[config.mk]
export PLATFORM = sky130hd
export DESIGN_NAME = slave_select_serial_channel
export DESIGN_NICKNAME = d
export VERILOG_FILES = /design/src/spi_pkg.sv /design/src/pin_sync.sv /design/src/tick_divider.sv /design/src/slave_select_serial_channel.sv
export VERILOG_INCLUDE_DIRS = /design/src
export SDC_FILE = /design/constraint.sdc
export NUM_CORES = 1
export LEC_CHECK = 0
export ABC_AREA = 1
export ABC_CLOCK_PERIOD_IN_PS = 3810
export BUFFER_PORTS_ARGS = -buffer_cell sky130_fd_sc_hd__buf_2
export CAP_MARGIN = 20
export CORE_ASPECT_RATIO = 1.1
export CORE_MARGIN = 2
export CORE_UTILIZATION = 30
export CTS_CLUSTER_DIAMETER = 80
export DETAILED_ROUTE_END_ITERATION = 7
export HOLD_SLACK_MARGIN = 0.15
export PLACE_DENSITY = 0.47
export SLEW_MARGIN = 0
export SYNTH_ARGS = -nofsm -noshare
export SYNTH_HDL_FRONTEND = slang
export SYNTH_SLANG_ARGS = --single-unit
[constraint.sdc]
create_clock -name i_clk -period 3.81 [get_ports i_clk]
set_input_delay 0 -clock i_clk [delete_from_list [all_inputs] [get_ports i_clk]]
set_output_delay 0 -clock i_clk [all_outputs]
set_load 0.02 [all_outputs]
[src/spi_consts.svh]
/*
 * Offsets, field positions, reset values and timing counts of the
 * slave-select serial channel.
 * Assumes inclusion by bare name from the design and bench files.
 */
`ifndef SPI_CONSTS_SVH
`define SPI_CONSTS_SVH

// ----------------------------------------------------------------------
// Register byte offsets (APB, one aligned 32-bit word each)
// ----------------------------------------------------------------------
`define OFF_DATA     12'h000
`define OFF_MODE     12'h004
`define OFF_START    12'h008
`define OFF_STOP     12'h00C
`define OFF_STATUS   12'h010
`define OFF_FLAGCLR  12'h014
`define OFF_OUTEN    12'h018
`define OFF_INSW     12'h01C
`define OFF_PERIPH   12'h020

// ----------------------------------------------------------------------
// Field positions
// ----------------------------------------------------------------------
`define MODE_TXRX    0
`define MODE_CONT    1
`define MODE_DAP     2
`define MODE_CKP     3
`define MODE_LSB     4
`define MODE_LEN7    5
`define TRIG_CH0     0
`define ST_OPEN      0
`define ST_TSF       1
`define ST_OVF       2
`define ST_TXFULL    3
`define ST_RXFULL    4
`define INSW_SEL_EN  7

// ----------------------------------------------------------------------
// Reset values and timing
// ----------------------------------------------------------------------
`define MODE_RST     6'h00
`define INSW_RST     8'h00
`define IDLE_OUT     1'h1
`define FMCK_DIV     1
`define MCK_PER_SCK  6

`endif

[src/spi_pkg.sv]
/*
 * Types of the slave-select serial channel.
 * Assumes nothing beyond the constants header.
 */
package spi_pkg;

   // -------------------------------------------------------------------
   // Frame state, channel state and synchroniser state
   // -------------------------------------------------------------------
   typedef enum logic {ST_IDLE, ST_FRAME} link_state_t;

   typedef struct packed {
      logic        per_en;
      logic [5:0]  mode;
      logic [7:0]  insw;
      logic        soe;
      logic        op_en;
      link_state_t lstate;
      logic [2:0]  bitcnt;
      logic [7:0]  tx_buf;
      logic        tx_full;
      logic [7:0]  tx_sh;
      logic [7:0]  rx_sh;
      logic [7:0]  rx_data;
      logic        rx_full;
      logic        ovf;
      logic        sck_prev;
      logic        sdo;
      logic        irq;
      logic [31:0] prdata;
   } chan_state_t;

   typedef struct packed {
      logic meta;
      logic sync;
   } sync_state_t;

endpackage

[src/pin_sync.sv]
/*
 * Two flip-flop synchroniser for one asynchronous pin.
 * Assumes the pin is asynchronous to i_clk; only the second stage is read.
 */
`timescale 1ns/1ps
module pin_sync (
   // Clock and reset
   input  wire logic i_clk,
   input  wire logic i_srst,
   // Pin and synchronised level
   input  wire logic i_pin,
   output logic      o_level
);
   spi_pkg::sync_state_t st_ff;
   spi_pkg::sync_state_t nxt_st;

   // Next stage values
   always_comb begin
      nxt_st.meta = i_pin;
      nxt_st.sync = st_ff.meta;
   end

   // Stage registers
   always_ff @(posedge i_clk) begin
      if (i_srst) begin
         st_ff <= '0;
      end else begin
         st_ff <= nxt_st;
      end
   end

   assign o_level = st_ff.sync;
endmodule // pin_sync

[src/tick_divider.sv]
/*
 * Divider that makes the channel operation clock as a one-cycle enable.
 * Assumes a free-running i_clk; DIV of 1 gives a tick every cycle.
 */
`timescale 1ns/1ps
`include "spi_consts.svh"
module tick_divider #(
   parameter int DIV = `FMCK_DIV
) (
   // Clock and reset
   input  wire logic i_clk,
   input  wire logic i_srst,
   // Operation clock enable
   output logic      o_tick
);
   localparam int CW = (DIV > 1) ? $clog2(DIV) : 1;

   logic [CW-1:0] cnt_ff;
   logic [CW-1:0] nxt_cnt;

   // Refuse a divider that cannot make a tick
   if (DIV < 1) begin : g_chk
      $error("tick_divider: DIV must be at least 1");
   end

   // Wrap counter
   always_comb begin
      if (cnt_ff == CW'(DIV - 1)) begin
         nxt_cnt = '0;
      end else begin
         nxt_cnt = cnt_ff + CW'(1);
      end
   end

   always_ff @(posedge i_clk) begin
      if (i_srst) begin
         cnt_ff <= '0;
      end else begin
         cnt_ff <= nxt_cnt;
      end
   end

   assign o_tick = (cnt_ff == CW'(DIV - 1));
endmodule // tick_divider

[src/slave_select_serial_channel.sv]
/*
 * Slave-side serial channel with slave select, receive-only or full duplex,
 * 7- or 8-bit frames, behind an APB slave with zero wait states.
 * Register map, one 32-bit word each: data 0x00, mode 0x04, start 0x08,
 * stop 0x0C, status 0x10, flag clear 0x14, output enable 0x18,
 * input switch 0x1C, peripheral clock 0x20.
 * Mode bits: 0 full duplex, 1 continuous, 2 data phase, 3 clock polarity,
 * 4 LSB first, 5 seven-bit frame.
 * Status bits: 0 running, 1 frame in progress, 2 overrun, 3 transmit
 * byte waiting, 4 receive byte waiting.
 * Assumes an external master drives the serial clock and select pins,
 * asynchronous to i_clk, at no more than one sixth of the operation clock.
 */
// Behaviour
// - Receive-only raises transfer-end interrupt only.
// - Full duplex: transfer-end single, buffer-empty continuous.
// - Overrun is the only detected error.
// - Serial clock sampled by operation clock, max sixth.
// - Data phase moves I/O start half clock.
// - Receive-only data phase moves input start.
// - Polarity bit inverts serial clock.
// - Select enable bit 7 honours select pin.
// - Peripheral clock off resets whole unit.
// - Deselected: no shift, no sample.
// - Selected: shift one edge, sample other.
// - Byte data is low byte of word.
`timescale 1ns/1ps
`include "spi_consts.svh"
module slave_select_serial_channel #(
   parameter int FMCK_DIV = `FMCK_DIV
) (
   // Clock and reset
   input  wire logic        i_clk,
   input  wire logic        i_srst,
   // APB slave
   input  wire logic        i_psel,
   input  wire logic        i_penable,
   input  wire logic        i_pwrite,
   input  wire logic [11:0] i_paddr,
   input  wire logic [31:0] i_pwdata,
   output logic [31:0]      o_prdata,
   output logic             o_pready,
   output logic             o_pslverr,
   // Serial pins
   input  wire logic        i_serial_clock_pin,
   input  wire logic        i_serial_data_in_pin,
   input  wire logic        i_slave_select_pin_n,
   output logic             o_serial_data_out_pin,
   output logic             o_serial_data_out_oe,
   // Events
   output logic             o_channel_interrupt
);
   // ------------------------------------------------------------------
   // Pin synchronisers and operation clock
   // ------------------------------------------------------------------
   logic sck_s;
   logic sdi_s;
   logic ssn_s;
   logic tick;

   // Every input pin passes two flip-flops; only the second stage is read
   pin_sync u_sync_sck (
      .i_clk   (i_clk),
      .i_srst  (i_srst),
      .i_pin   (i_serial_clock_pin),
      .o_level (sck_s)
   );

   pin_sync u_sync_sdi (
      .i_clk   (i_clk),
      .i_srst  (i_srst),
      .i_pin   (i_serial_data_in_pin),
      .o_level (sdi_s)
   );

   pin_sync u_sync_ssn (
      .i_clk   (i_clk),
      .i_srst  (i_srst),
      .i_pin   (i_slave_select_pin_n),
      .o_level (ssn_s)
   );

   // Refuse a divider that leaves no operation clock
   if (FMCK_DIV < 1) begin : g_chk_div
      $error("slave_select_serial_channel: FMCK_DIV must be at least 1");
   end

   // Operation clock enable; a divider of 1 ticks every cycle
   tick_divider #(
      .DIV (FMCK_DIV)
   ) u_tick (
      .i_clk  (i_clk),
      .i_srst (i_srst),
      .o_tick (tick)
   );

   // ------------------------------------------------------------------
   // State
   // ------------------------------------------------------------------
   spi_pkg::chan_state_t st_ff;
   spi_pkg::chan_state_t nxt_st;

   logic apb_setup;
   logic apb_acc;
   logic wr_acc;
   logic rd_data_acc;
   logic mapped;

   // APB phase decode
   assign apb_setup   = i_psel & ~i_penable;
   assign apb_acc     = i_psel & i_penable;
   assign wr_acc      = apb_acc & i_pwrite & mapped;
   assign rd_data_acc = apb_acc & ~i_pwrite & (i_paddr == `OFF_DATA);

   // Address map check
   always_comb begin
      case (i_paddr)
         `OFF_DATA, `OFF_MODE, `OFF_START, `OFF_STOP, `OFF_STATUS,
         `OFF_FLAGCLR, `OFF_OUTEN, `OFF_INSW, `OFF_PERIPH: mapped = 1'b1;
         default: mapped = 1'b0;
      endcase
   end

   // Output bit of a shift register for the current direction and length
   function automatic logic out_bit(input logic [7:0] sh, input logic lsb,
                                    input logic len7);
      logic b;
      b = lsb ? sh[0] : (len7 ? sh[6] : sh[7]);
      return b;
   endfunction

   // ------------------------------------------------------------------
   // Next-state logic: bus first, then hardware events so a set wins
   // ------------------------------------------------------------------
   always_comb begin
      logic       txrx;
      logic       cont;
      logic       dap;
      logic       lsb;
      logic       len7;
      logic       sck_eff;
      logic       rise;
      logic       fall;
      logic       sel;
      logic       samp_edge;
      logic       shift_edge;
      logic [2:0] last_cnt;
      logic [7:0] rx_new;
      logic       pe;
      logic [31:0] rd;
      // Mode fields and serial clock edges on the operation clock
      txrx       = st_ff.mode[`MODE_TXRX];
      cont       = st_ff.mode[`MODE_CONT];
      dap        = st_ff.mode[`MODE_DAP];
      lsb        = st_ff.mode[`MODE_LSB];
      len7       = st_ff.mode[`MODE_LEN7];
      sck_eff    = sck_s ^ st_ff.mode[`MODE_CKP];
      rise       = tick & sck_eff & ~st_ff.sck_prev;
      fall       = tick & ~sck_eff & st_ff.sck_prev;
      sel        = ~st_ff.insw[`INSW_SEL_EN] | ~ssn_s;
      samp_edge  = dap ? rise : fall;
      shift_edge = dap ? fall : rise;
      last_cnt   = len7 ? 3'h6 : 3'h7;
      rx_new     = lsb ? {sdi_s, st_ff.rx_sh[7:1]} : {st_ff.rx_sh[6:0], sdi_s};
      rd         = 32'h0000_0000;
      pe         = 1'b0;
      // Hold everything by default; the interrupt is a one-cycle pulse
      nxt_st     = st_ff;
      nxt_st.irq = 1'b0;

      // Read mux, captured in the setup phase so that it stands through the
      // access phase; a data read clears the receive flag at the access edge
      case (i_paddr)
         `OFF_DATA:   rd = {24'h00_0000, st_ff.rx_data};
         `OFF_MODE:   rd = {26'h000_0000, st_ff.mode};
         `OFF_STATUS: rd = {27'h000_0000, st_ff.rx_full, st_ff.tx_full, st_ff.ovf,
                            (st_ff.lstate == spi_pkg::ST_FRAME), st_ff.op_en};
         `OFF_OUTEN:  rd = {31'h0000_0000, st_ff.soe};
         `OFF_INSW:   rd = {24'h00_0000, st_ff.insw};
         `OFF_PERIPH: rd = {31'h0000_0000, st_ff.per_en};
         default:     rd = 32'h0000_0000;
      endcase
      if (apb_setup) begin
         nxt_st.prdata = rd;
      end

      // Register writes; unmapped addresses are dropped and answered
      // with a slave error instead
      if (wr_acc) begin
         case (i_paddr)
            `OFF_DATA: begin
               nxt_st.tx_buf  = i_pwdata[7:0];
               nxt_st.tx_full = 1'b1;
            end
            `OFF_MODE:    nxt_st.mode = i_pwdata[5:0];
            `OFF_START: begin
               if (i_pwdata[`TRIG_CH0]) begin
                  nxt_st.op_en = 1'b1;
               end
            end
            `OFF_STOP: begin
               if (i_pwdata[`TRIG_CH0]) begin
                  nxt_st.op_en = 1'b0;
               end
            end
            `OFF_FLAGCLR: begin
               if (i_pwdata[`ST_OVF]) begin
                  nxt_st.ovf = 1'b0;
               end
            end
            `OFF_OUTEN:   nxt_st.soe = i_pwdata[0];
            `OFF_INSW:    nxt_st.insw = {i_pwdata[7], 5'h00, i_pwdata[1:0]};
            `OFF_PERIPH:  nxt_st.per_en = i_pwdata[0];
            default: begin
            end
         endcase
      end
      if (rd_data_acc) begin
         nxt_st.rx_full = 1'b0;
      end

      // Serial clock history on the operation clock
      if (tick) begin
         nxt_st.sck_prev = sck_eff;
      end

      // Serial engine. Edges come only from the synchronised pin, so a
      // serial clock faster than a sixth of the operation clock loses edges.
      // Deselect aborts a frame; the partial byte is dropped, not delivered.
      if (!st_ff.op_en) begin
         nxt_st.lstate = spi_pkg::ST_IDLE;
         nxt_st.bitcnt = 3'h0;
      end else begin
         // Data phase 1: the first bit goes out as soon as a byte waits,
         // even while deselected; continuous mode reports buffer empty here
         if (dap && txrx && st_ff.tx_full && !wr_acc &&
             st_ff.lstate == spi_pkg::ST_IDLE) begin
            nxt_st.tx_sh   = st_ff.tx_buf;
            nxt_st.tx_full = 1'b0;
            nxt_st.irq     = cont;
         end
         if (!sel) begin
            nxt_st.lstate = spi_pkg::ST_IDLE;
            nxt_st.bitcnt = 3'h0;
         end else if (shift_edge) begin
            if (st_ff.lstate == spi_pkg::ST_FRAME) begin
               nxt_st.tx_sh = lsb ? {1'b1, st_ff.tx_sh[7:1]}
                                  : {st_ff.tx_sh[6:0], 1'b1};
            end else if (!dap) begin
               // First shift edge of data phase 0 starts the frame
               nxt_st.lstate = spi_pkg::ST_FRAME;
               if (txrx && st_ff.tx_full && !wr_acc) begin
                  nxt_st.tx_sh   = st_ff.tx_buf;
                  nxt_st.tx_full = 1'b0;
                  nxt_st.irq     = cont;
               end
            end
         end else if (samp_edge &&
                      (dap || st_ff.lstate == spi_pkg::ST_FRAME)) begin
            nxt_st.rx_sh = rx_new;
            // Last bit: deliver the byte; an unread byte is overrun
            if (st_ff.bitcnt == last_cnt) begin
               nxt_st.lstate = spi_pkg::ST_IDLE;
               nxt_st.bitcnt = 3'h0;
               if (lsb && len7) begin
                  nxt_st.rx_data = {1'b0, rx_new[7:1]};
               end else if (len7) begin
                  nxt_st.rx_data = {1'b0, rx_new[6:0]};
               end else begin
                  nxt_st.rx_data = rx_new;
               end
               if (st_ff.rx_full && !rd_data_acc) begin
                  nxt_st.ovf = 1'b1;
               end
               nxt_st.rx_full = 1'b1;
               if (!txrx || !cont) begin
                  nxt_st.irq = 1'b1;
               end
            end else begin
               nxt_st.lstate = spi_pkg::ST_FRAME;
               nxt_st.bitcnt = st_ff.bitcnt + 3'h1;
            end
         end
      end

      // Serial output level, from the next mode and enable so that the
      // pin goes idle in the same cycle as the output enable falls
      if (nxt_st.mode[`MODE_TXRX] && nxt_st.soe) begin
         nxt_st.sdo = out_bit(nxt_st.tx_sh, nxt_st.mode[`MODE_LSB],
                              nxt_st.mode[`MODE_LEN7]);
      end else begin
         nxt_st.sdo = `IDLE_OUT;
      end

      // Peripheral clock off holds the whole unit in reset. Writes made
      // meanwhile are lost; only the enable and the read data survive so
      // that software can turn the unit back on and read it
      if (!nxt_st.per_en) begin
         pe            = nxt_st.per_en;
         rd            = nxt_st.prdata;
         nxt_st        = '0;
         nxt_st.mode   = `MODE_RST;
         nxt_st.insw   = `INSW_RST;
         nxt_st.sdo    = `IDLE_OUT;
         nxt_st.per_en = pe;
         nxt_st.prdata = rd;
      end
   end

   // State register; reset clears all flags and idles the output high
   always_ff @(posedge i_clk) begin
      if (i_srst) begin
         st_ff      <= '0;
         st_ff.mode <= `MODE_RST;
         st_ff.insw <= `INSW_RST;
         st_ff.sdo  <= `IDLE_OUT;
      end else begin
         st_ff <= nxt_st;
      end
   end

   // ------------------------------------------------------------------
   // Outputs
   // ------------------------------------------------------------------
   assign o_prdata              = st_ff.prdata;
   // Every access completes in one cycle, so ready is constant
   assign o_pready              = 1'b1;
   assign o_pslverr             = apb_acc & ~mapped;
   assign o_serial_data_out_pin = st_ff.sdo;
   // The data pin is driven only in full duplex with its enable set
   assign o_serial_data_out_oe  = st_ff.soe & st_ff.mode[`MODE_TXRX];
   assign o_channel_interrupt   = st_ff.irq;
endmodule // slave_select_serial_channel

==> results of run 1 <==
==> stage by stage <==
stage | area (um2) | total power [W] | utilization, % | setup WS, ns | cells
final | 4880 | 0.00169 | 35.5 | 1.30 | 855
after global routing | 4880 | 0.00176 | 35.5 | 1.06 | 855
after CTS | 4880 | 0.00171 | 35.5 | 1.28 | 855
after detailed placement | 4380 | 0.000818 | 31.9 | 1.45 | 820
after global placement | 4380 | 0.000817 | 31.9 | 1.47 | 820
after floorplan | 4300 | 0.000812 | - | 2.03 | 642
==> cell families after synthesis <==
family	after synthesis
AND/OR/NAND/NOR	283
buffers and inverters	138
AO/OA/AOI/OAI	121
flip-flops	69
other	2
XOR/XNOR	2
multiplexers	2
adder cells (fa/ha/maj)	1
==> state kept, by name (all words and copies together), names as in the netlist <==
signal / count
st_ff: 52
o_prdata: 8
o_channel_interrupt: 1
o_serial_data_out_pin: 1
u_sync_sck.nxt_st: 1
u_sync_sck.o_level: 1
u_sync_sdi.nxt_st: 1
u_sync_sdi.o_level: 1
u_sync_ssn.nxt_st: 1
u_sync_ssn.o_level: 1
u_tick.cnt_ff: 1
==> critical path: cells and delay by family <==
| kind | cells | cell delay, ns |
|---|---|---|
| compound gates | 2 | 0.14 |
| buf+inv | 7 | 1.71 |
| simple gates | 8 | 0.83 |
==> cells in the final DEF (no fill, tap or decap), drive strengths merged, types with 8 or more instances in the layout <==
cell type,n
conb,26
a21oi,60
nand2,176
nor2,62
dlygate4sd3,19
dfxtp,69
buf,40
nand4,8
inv,88
nand3,30
o21ai,42
clkbuf,10
==> Yosys cell counts (all sizes together) <==
| master | n |
|---|---|
| a211oi | 2 |
| a21oi | 60 |
| a221oi | 1 |
| a311oi | 1 |
| a31oi | 4 |
| buf | 42 |
| clkbuf | 8 |
| clkinv | 2 |
| conb | 2 |
| dfxtp | 69 |
| ha | 1 |
| inv | 86 |
| mux2 | 1 |
| mux2i | 1 |
| nand2 | 176 |
| nand3 | 30 |
| nand4 | 8 |
| nor2 | 62 |
| nor3 | 4 |
| o2111ai | 1 |
| o211ai | 6 |
| o21ai | 42 |
| o22ai | 2 |
| o31ai | 1 |
| o32ai | 1 |
| or2 | 3 |
| xor2 | 2 |
==> cell type report <==
class / count / share of cell area [%]
sequential: 69 / 28.3
inverter: 88 / 6.82
clock buffer: 10 / 4.90
timing repair buffer: 59 / 8.31
multi-input combinational: 435 / 45.4
clock inverter: 6 / 1.41
tap: 188 / 4.82
==> worst paths after layout <==
check                  startpoint            endpoint  slack [ns]  depth (start not counted)
max                    i_paddr[3]           st_ff[44]        1.30                         17
min                    i_paddr[2]           st_ff[74]        0.17                          4
max reg2reg             st_ff[74]           st_ff[44]        1.42                          7
min reg2reg  u_sync_ssn.nxt_st[0]  u_sync_ssn.o_level        0.41                          2
==> per-layer routing <==
| metal | wire length [um] | track usage [%] | vias up |
|---|---|---|---|
| li1 | - | - | 1994 |
| met1 | 5120 | 19.1 | 1703 |
| met2 | 5110 | 25.5 | 80 |
| met3 | 415 | 3.07 | 17 |
| met4 | 280 | 6.23 | 0 |
| met5 | 0 | 0 | - |
==> report_power, final <==
part / internal [W] / switching [W]
clock: 0.000529 / 0.000344
sequential: 0.000725 / 0.00000171
combinational: 0.0000319 / 0.0000577
==> repair_timing <==
| action | CTS | global route |
|---|---|---|
| gates resized for setup | 0 | 0 |
| hold buffers | 19 | 0 |
| hold endpoints to repair | 36 | 0 |
==> summary.md, run 1 <==
| Metric | Value |
|---|---|
| CP endpoint kind | flop |
| Port Buffer Count | 39 |
| Starting density of the core | between 30% and 40% |
| Count of boundary I/O pins | 89 |
| Sequential cell area | 0.00138 mm2 |
| Unrepaired setup endpoints after global routing | no |
| Count of final setup violators | 0 |
| Grt total ovfl | 0 |
| Area of the multi-input gates | 0.00222 mm2 |
| Normalized max-slew margin | between 50% and 60% |
| XOR/XNOR share of the synthesized area | less than 1% |
| Core Box Area | 0.0137 mm2 |
| Final Max Slew Viols | 0 |
| Least-Margin Pin Slew | between 0.7 and 0.8 ns |
| Mean Syn Cell Area | 6.80 um2 |
| Yosys warning total | 0 |
| Worst supply voltage drop on vdd | 208 uV |
| Total Wirelength | 10900 um |
| Fraction of synthesized cell area taken by the top area cell type | about 33% |
| Die height | roughly 130 um |
| Power per cell area | 346 mW/mm2 |
| Count of max-cap constraint violations | 0 |
| Share of synthesized cell area in full adder, half adder and majority cells | less than 1% |
| Leak pwr | 1.91 nW |
| Distinct cells, synth | 41 |
| Number of inserted filler cells in the final layout | between 1k and 1.5k |
| Worst endpoint data arrival time | 2.72 ns |
| Sort of element at the start of the critical path | input port |
| Result of the run | finished, final reports clean |
| Clock transition at the registers of the reported paths | 0.06 ns |
| Max Fclk | 0.399 GHz |
| HPWL after detailed placement | 8000 um |
| Vias | 3794 |
| Antenna cells | 0 |
| Aggregate global-route resource usage | between 10% and 20% |
| Final layout net count | 715 |
| Area leader, netlist | sky130_fd_sc_hd__dfxtp_1 |
| First drt pass iteration count | 4 |
| Number of sinks on the clock net | just under 70 |
| GP Congestion | 0.835 |
| Worst hold-check path type | input port to flop |
| Category of the critical setup timing path | input port to flop |
| Final clock skew | around 0.0080 ns |
| Combined area of all synthesized cells | 0.00421 mm2 |
| Maximum fanout count along the critical path | 26 |
| Synthesis-to-layout area growth | 16.0% |
| Clock latency on the worst-skew pair | roughly 0.34 ns |
| Buffer type at the clock tree root | sky130_fd_sc_hd__clkbuf_16 |
| CTS H-tree depth | 3 |
| Cells after Synth | between 600 and 700 |
| CTS tree | yes |
| Period Utilization, post-route | 65.7% |
| Post-CTS setup repair buffer count | 0 |
| Cells along the critical path | dlygate4sd3_1 > buf_2 > inv_2 > nand2_1 > nor2_1 > inv_1 > nor2_1 > nor2_1 > nand3_2 > nand2_4 > inv_2 > nand2_1 > o21ai_2 > nor2_4 > inv_2 > buf_12 > a211oi_1 |
| # rows | 45 |
| Minimum period implied by the final worst setup slack | ~2.5 ns |
| Largest family of logic cells by synthesized area | simple AND/OR/NAND/NOR gates |
| Horizontal die dimension | 117 um |
| Routed WL per cell | roughly 13 um |
| Vias in the first global route | between 3k and 4k |
| #FFs+latches synth | just under 70 |
| Post-route antenna net violation count | 0 |
| Max stage delay cell, worst path | sky130_fd_sc_hd__dlygate4sd3_1 |
| Number of DRC markers after the initial detailed-route iteration | 190 |
| Remaining routing DRC violations | 0 |
| CP max stage delay | 0.53 ns |
| Basic-gate share of the synthesized area counting and, or, nand and nor cells | 29.7% |
| Complex-gate fraction of the synthesized area | 19.4% |
| Max Buffers Root-to-Sink | 2 |
| Routed via count divided by cell count | 4.44 |
| Final hold vios | 0 |
| Worst hold margin | 0.172 ns |
| Die Footprint | roughly 0.015 mm2 |
| Pin count of the biggest net entering global routing | 27 |
| Sequential area share after synthesis | 32.8% |
| Number of CTS-inserted buffers | 9 |
| Number of antenna violations at the first check in global routing | 0 |
| First-pass GRT wire length | around 18000 um |
| Synth top area cells | sky130_fd_sc_hd__dfxtp_1 (33%), sky130_fd_sc_hd__nand2_1 (15%), sky130_fd_sc_hd__a21oi_2 (7.3%) |
| Required time of the critical path | about 4.0 ns |
| Share of cells above drive strength 1 | about a fifth |
| Multiplexer area fraction after synthesis | 0.506% |
| Total Neg Setup Slack | 0 ns |
Note: power is estimated with default switching activity, not from simulation.
==> inputs of run 2 (changes only) <==
- ABC_CLOCK_PERIOD_IN_PS: 3810 -> 2300
- PLACE_DENSITY: 0.47 -> 0.49
- clock period: 3.81 -> 2.3 ns (I/O delays scaled with it)
==> run 2 against run 1 <==
- combinational power grew 71%
- critical endpoint unchanged
- via count grew 1.4%
- final area grew 3.1%
- largest cell class unchanged
- worst hold slack gained 0.055 ns
- total power grew 66%
- clock skew shrank 0.0035 ns
==> summary.md, run 2 (synthesized netlist as in run 1, its figures left out) <==
| Metric | Value |
|---|---|
| Pin count of the biggest net entering global routing | 22 (-19%) |
| Worst hold margin | 0.227 ns (+0.0551 ns) |
| Worst endpoint data arrival time | 2.32 ns (-0.40 ns) |
| Hold Startpoint | i_paddr[6] |
| Port Buffer Count | 39 (unchanged) |
| Wire length on met3 | 380 um (-8.4%) |
| Horizontal die dimension | 117 um (unchanged) |
| Final hold vios | 0 (unchanged) |
| Clock transition at the registers of the reported paths | 0.06 ns (about the same) |
| Starting density of the core | 30.6% (unchanged) |
| CP endpoint kind | flop |
| Remaining routing DRC violations | 0 (unchanged) |
| Buffer type at the clock tree root | sky130_fd_sc_hd__clkbuf_16 |
| Antenna cells | 0 (unchanged) |
| Final Max Slew Viols | 0 (unchanged) |
| Hold depth | 8 (+4) |
| Sort of element at the start of the critical path | input port |
| Vias in the first global route | 3653 (+0.97%) |
| Final clock skew | 0.00448 ns (-0.00349 ns) |
| Largest register FFs | 52 (unchanged) |
| WHS Endpoint | st_ff[74] |
| Worst hold-check path type | input port to flop |
| Number of DRC markers after the initial detailed-route iteration | 216 (+14%) |
| Highest metal layer with signal wires | met4 |
| # rows | 45 (unchanged) |
| Detailed-route wire length on metal 1 | 5040 um (-1.5%) |
| Result of the run | finished, final reports clean |
| Power per cell area | 558 mW/mm2 (+61%) |
| Leak pwr | 1.97 nW (+3.1%) |
| Routed WL per cell | 12.2 um (-4.7%) |
| Minimum period implied by the final worst setup slack | 2.10 ns |
| Unrepaired setup endpoints after global routing | yes |
| CTS tree | yes |
| Share of cells above drive strength 1 | 22.9% (+2.2 points) |
| Number of antenna violations at the first check in global routing | 0 (unchanged) |
| Max Fclk | 0.476 GHz |
| Die height | 128 um (unchanged) |
| Count of boundary I/O pins | 89 (unchanged) |
| Max Buffers Root-to-Sink | 2 (unchanged) |
| Total Wirelength | 10600 um (-2.7%) |
| Vias | 3846 (+1.4%) |
| Maximum fanout count along the critical path | 18 (-31%) |
| Total length of routed met2 wires | 4940 um (-3.4%) |
| First-pass GRT wire length | 17300 um (-2.6%) |
| Number of sinks on the clock net | 69 (unchanged) |
| Synthesis-to-layout area growth | 19.6% |
| Clock latency on the worst-skew pair | 0.34 ns (about the same) |
| Most common library cell in the layout ignoring fill and taps | sky130_fd_sc_hd__nand2_1 |
| First drt pass iteration count | 4 (unchanged) |
| Worst reg2reg path depth | 12 (+5) |
| Register-to-register setup slack | 0.37 ns (-1.05 ns) |
| Count of final setup violators | 0 (unchanged) |
| Final layout net count | 733 (+2.5%) |
| GP Congestion | 0.875 (+4.8%) |
| HPWL after detailed placement | 7930 um (-0.89%) |
| Worst supply voltage drop on vdd | 277 uV (+33%) |
| Category of the critical setup timing path | input port to flop |
| Required time of the critical path | 2.52 ns (-1.50 ns) |
| CTS H-tree depth | 3 (unchanged) |
| Period Utilization, post-route | 91.4% |
| Endpoint of the most critical register-to-register path | o_serial_data_out_pin |
| Number of inserted filler cells in the final layout | 1472 (-1.4%) |
| Leading cell types in the layout, fill and taps excluded | sky130_fd_sc_hd__nand2_1 (167), sky130_fd_sc_hd__inv_1 (73), sky130_fd_sc_hd__dfxtp_1 (69), sky130_fd_sc_hd__nor2_1 (51), sky130_fd_sc_hd__buf_2 (39) |
| Routed via count divided by cell count | 4.41 (-0.72%) |
| Core Box Area | 0.0137 mm2 (unchanged) |
| Post-route antenna net violation count | 0 (unchanged) |
| Aggregate global-route resource usage | 15.0% (-0.24 points) |
| Count of max-cap constraint violations | 0 (unchanged) |
| Die Footprint | 0.0150 mm2 (unchanged) |
| Source of the worst register-to-register timing path | st_ff[87] |
| Total Neg Setup Slack | 0 ns (unchanged) |
| Number of CTS-inserted buffers | 9 (unchanged) |
| Grt total ovfl | 0 (unchanged) |
| Largest Register | st_ff |
-- run 2: layer usage --
| metal | up-vias | global-route usage [%] |
|---|---|---|
| li1 | 2028 | - |
| met1 | 1717 | 18.5 |
| met5 | - | 0 |
| met4 | 0 | 7.20 |
| met3 | 22 | 3.12 |
| met2 | 79 | 24.9 |
-- run 2: worst max-delay path, stage by stage --
cell                            delay [ns]
sky130_fd_sc_hd__dlygate4sd3_1        0.53
sky130_fd_sc_hd__buf_2                0.13
sky130_fd_sc_hd__inv_2                0.07
sky130_fd_sc_hd__nand2_2              0.06
sky130_fd_sc_hd__nor2_4               0.17
sky130_fd_sc_hd__nand3_1              0.15
sky130_fd_sc_hd__nand2_1              0.11
sky130_fd_sc_hd__nor2_2               0.05
sky130_fd_sc_hd__nand3_2              0.11
sky130_fd_sc_hd__nand2_8              0.12
sky130_fd_sc_hd__inv_2                0.13
sky130_fd_sc_hd__nand2_1              0.07
sky130_fd_sc_hd__o21ai_2              0.08
sky130_fd_sc_hd__nor2_4               0.06
sky130_fd_sc_hd__inv_2                0.11
sky130_fd_sc_hd__buf_4                0.29
sky130_fd_sc_hd__a211oi_1             0.07
-- run 2: worst max path at each step --
| stage | cells after the start | startpoint | to |
|---|---|---|---|
| floorplan | 13 | st_ff[87] | o_serial_data_out_pin |
| global placement | 18 | i_paddr[0] | o_serial_data_out_pin |
| detailed placement | 18 | i_paddr[0] | o_serial_data_out_pin |
| CTS | 19 | i_paddr[3] | o_serial_data_out_pin |
| global route | 18 | i_paddr[3] | o_serial_data_out_pin |
| finish | 17 | i_paddr[3] | st_ff[44] |
-- run 2: area by class of cell --
| type | instances | area [um2] | area share, % |
|---|---|---|---|
| clock inverters | 5 | 58.8 | 1.17 |
| inverters | 88 | 333 | 6.62 |
| flip-flops and latches | 69 | 1380 | 27.5 |
| well taps | 188 | 235 | 4.68 |
| repair buffers | 77 | 534 | 10.6 |
| multi-input cells | 435 | 2230 | 44.4 |
| clock buffers | 11 | 253 | 5.02 |
-- run 2: where the power goes --
part / switching (W) / total [W] / leakage (nW) / internal [W]
Sequential: 0.00000280 / 0.00120 / 0.557 / 0.00120
Combinational: 0.0000977 / 0.000153 / 1.27 / 0.0000558
Clock: 0.000553 / 0.00145 / 0.148 / 0.000898
Total: 0.000653 / 0.00281 / 1.97 / 0.00216
-- run 2: metrics by stage --
stage,setup WS (ns),std cells,area (um2),utilization [%],power [W]
final,0.198,873,5030,36.6,0.00281
after floorplan,0.515,642,4300,-,0.00135
after CTS,0.0940,868,4970,36.2,0.00284
after detailed placement,0.234,832,4460,32.4,0.00136
after global placement,0.284,832,4460,32.4,0.00136
after global routing,-0.0126,873,5030,36.6,0.00291
-- run 2: timing repair --
action,in CTS,in global routing
setup buffers,0,5
resized for setup,0,4
endpoints found under the setup margin,0,38
hold buffers,20,0
endpoints found under the hold margin,34,0
==> inputs of run 3 (changes only) <==
- ABC_CLOCK_PERIOD_IN_PS: 2300 -> 2100
- CORE_ASPECT_RATIO: 1.1 -> 2
- PLACE_DENSITY: 0.49 -> 0.47
- clock period: 2.3 -> 2.1 ns (I/O delays scaled with it)
==> run 3 against run 2 <==
- register-to-register slack lost 0.14 ns
- sequential power grew 10%
- critical path depth shrank 6
- clock-buffer cell count shrank 2
- setup slack gained 0.035 ns
- cell count grew 1.1%
- non-clock buffer count grew 9
- sequential share of layout area shrank 0.25 points
- largest cell class unchanged
- largest power group unchanged
- highest routed layer unchanged
==> summary.md, run 3 (synthesized netlist as in run 1, its figures left out) <==
| Metric | Value |
|---|---|
| Result of the run | finished, final reports clean |
| Count of final setup violators | 0 (unchanged) |
| First-pass GRT wire length | 18500 um (+6.9%) |
| Share of cells above drive strength 1 | 24.1% (+1.1 points) |
| Final clock skew | 0.00794 ns (+0.00346 ns) |
| Required time of the critical path | 2.32 ns (-0.20 ns) |
| Die height | 171 um (+34%) |
| Number of DRC markers after the initial detailed-route iteration | 142 (-34%) |
| Buffer type at the clock tree root | sky130_fd_sc_hd__clkbuf_16 |
| Routed via count divided by cell count | 4.48 (+1.8%) |
| M1 GR Usage | 15.8% (-2.7 points) |
| Count of boundary I/O pins | 89 (unchanged) |
| Worst reg2reg path depth | 11 (-1) |
| Clock network fraction of design power | 51.4% (-0.2 points) |
| Routed WL per cell | 13.1 um (+7.7%) |
| Most common library cell in the layout ignoring fill and taps | sky130_fd_sc_hd__nand2_1 |
| Final Max Slew Viols | 0 (unchanged) |
| Core Box Area | 0.0138 mm2 (+0.56%) |
| Worst hold-check path type | input port to flop |
| Gr busiest metal | met2 |
| Met3 Use GR | 2.02% (-1.1 points) |
| CP endpoint kind | flop |
| Pin count of the biggest net entering global routing | 19 (-14%) |
| Worst endpoint data arrival time | 2.09 ns (-0.23 ns) |
| Leak pwr | 2.04 nW (+3.4%) |
| Total Neg Setup Slack | 0 ns (unchanged) |
| Reg power frac | 43.2% (+0.3 points) |
| Clock latency on the worst-skew pair | 0.33 ns (about the same) |
| Category of the critical setup timing path | flop to flop |
| Max Fclk | 0.536 GHz |
| First drt pass iteration count | 4 (unchanged) |
| GP Congestion | 0.880 (+0.58%) |
| Clock transition at the registers of the reported paths | 0.06 ns (about the same) |
| Largest Register | st_ff |
| Placed Instances | 850 (+2.2%) |
| # rows | 61 (+36%) |
| HPWL after detailed placement | 9090 um (+15%) |
| Normalized max-slew margin | 66.4% |
| Synthesis-to-layout area growth | 20.7% |
| Remaining routing DRC violations | 0 (unchanged) |
| Design Power | 0.00305 W (+8.6%) |
| Endpoint of the most critical register-to-register path | o_serial_data_out_pin |
| Combinational Power Share | 5.4% (about the same) |
| Number of sinks on the clock net | 69 (unchanged) |
| Grt total ovfl | 0 (unchanged) |
| Count of max-cap constraint violations | 0 (unchanged) |
| Max Buffers Root-to-Sink | 2 (unchanged) |
| Vias in the first global route | 3884 (+6.3%) |
| Number of CTS-inserted buffers | 9 (unchanged) |
| Non-filler instance count after layout | 883 (+1.1%) |
| NetSw | 0.000740 W (+13%) |
| Die Footprint | 0.0150 mm2 (+0.38%) |
| Number of antenna violations at the first check in global routing | 0 (unchanged) |
| Largest register FFs | 52 (unchanged) |
| Number of inserted filler cells in the final layout | 1485 (+0.88%) |
| Horizontal die dimension | 87.7 um (-25%) |
| Period Utilization, post-route | about nine tenths |
| Minimum period implied by the final worst setup slack | ~1.9 ns |
| Aggregate global-route resource usage | 16.2% (+1.1 points) |
| Sort of element at the start of the critical path | flop |
| Register-to-register setup slack | 0.23 ns (-0.14 ns) |
| Starting density of the core | 30.4% (-0.17 points) |
| Unrepaired setup endpoints after global routing | no |
| Final layout net count | 742 (+1.2%) |
| Power per cell area | 601 mW/mm2 (+7.7%) |
| Final hold vios | 0 (unchanged) |
| Worst supply voltage drop on vdd | 315 uV (+14%) |
| Source of the worst register-to-register timing path | st_ff[86] |
| CTS H-tree depth | 3 (unchanged) |
| WHS Endpoint | o_prdata[7] |
| Leading cell types in the layout, fill and taps excluded | sky130_fd_sc_hd__nand2_1 (167), sky130_fd_sc_hd__inv_1 (73), sky130_fd_sc_hd__dfxtp_1 (69), sky130_fd_sc_hd__nor2_1 (52), sky130_fd_sc_hd__buf_2 (39) |
| Total Wirelength | 11600 um (+9.0%) |
| Internal power summed over all cells | 0.00231 W (+7.2%) |
| Port Buffer Count | 39 (unchanged) |
| Post-route antenna net violation count | 0 (unchanged) |
| Hold depth | 6 (-2) |
| Maximum fanout count along the critical path | 10 (-8) |
| Vias | 3960 (+3.0%) |
| Least-Margin Pin Slew | between 0.5 and 0.6 ns |
| Hold Startpoint | i_psel |
| Antenna cells | 0 (unchanged) |
| Sw Ratio | 24.3% (+1.0 points) |
| M2 GR Usage | 31.1% (+6.2 points) |
| CTS tree | yes |
==> run 3: worst max-delay path by stage <==
stage	startpoint	endpoint	slack (ns)	cells after the start
3_3_place_gp	i_paddr[7]	st_ff[61]	0.13	16
4_1_cts	st_ff[87]	o_serial_data_out_pin	0.24	12
6_report	st_ff[86]	o_serial_data_out_pin	0.23	11
5_1_grt	st_ff[87]	o_serial_data_out_pin	0.003	12
3_5_place_dp	i_paddr[0]	st_ff[61]	0.09	16
2_1_floorplan	st_ff[87]	o_serial_data_out_pin	0.32	13
==> run 3: per-layer routing <==
layer	part of all wire (%)	vias to the layer above	wire (um)
met1	38	1814	4430
met3	2.5	24	291
met4	4.6	0	535
met5	0	-	0
met2	55	76	6330
li1	-	2046	-
==> run 3: cell type report <==
type	count	area (um2)	area share [%]
Multi-Input combinational cell	435	2220	43.7
Sequential cell	69	1380	27.2
Timing Repair Buffer	86	603	11.9
Inverter	88	333	6.56
Tap cell	189	236	4.66
Clock buffer	9	225	4.44
Clock inverter	7	81.3	1.60
==> run 3: critical path: stages, from the launching register on <==
cell and delay (ns):
sky130_fd_sc_hd__dfxtp_1 0.41, sky130_fd_sc_hd__clkinv_1 0.17, sky130_fd_sc_hd__nor2_1 0.26, sky130_fd_sc_hd__nand3_4 0.20, sky130_fd_sc_hd__nand2_1 0.13, sky130_fd_sc_hd__nand3_1 0.08, sky130_fd_sc_hd__nand2_1 0.07, sky130_fd_sc_hd__nand2_1 0.05
sky130_fd_sc_hd__nand2_1 0.09, sky130_fd_sc_hd__nand2_1 0.07, sky130_fd_sc_hd__a21oi_1 0.14, sky130_fd_sc_hd__nand2_1 0.07
==> run 3: power groups by stage <==
stage,combinational (W),sequential (W),clock [W]
5_1_grt,0.000185,0.00132,0.00167
2_1_floorplan,0.000126,0.00135,0
4_1_cts,0.000165,0.00132,0.00161
6_report,0.000165,0.00132,0.00157
3_5_place_dp,0.000140,0.00135,0
3_3_place_gp,0.000138,0.00135,0
==> run 3: per-stage QoR <==
| stage | hold WS [ns] | worst slack (ns) | utilization (%) | instance area (um2) |
|---|---|---|---|---|
| CTS | 0.164 | 0.243 | 36.7 | 5080 |
| floorplan | 0.0694 | 0.315 | - | 4300 |
| detailed placement | 0.213 | 0.0934 | 33.3 | 4600 |
| finish | 0.168 | 0.233 | 36.7 | 5080 |
| global placement | 0.202 | 0.125 | 33.3 | 4600 |
| global route | 0.201 | 0.00280 | 36.7 | 5080 |
==> run 3: repair_timing <==
action                    CTS  global route
hold endpoints to repair   32             0
hold buffers               17             0
resized for setup           0             0
buffers inserted            0             0
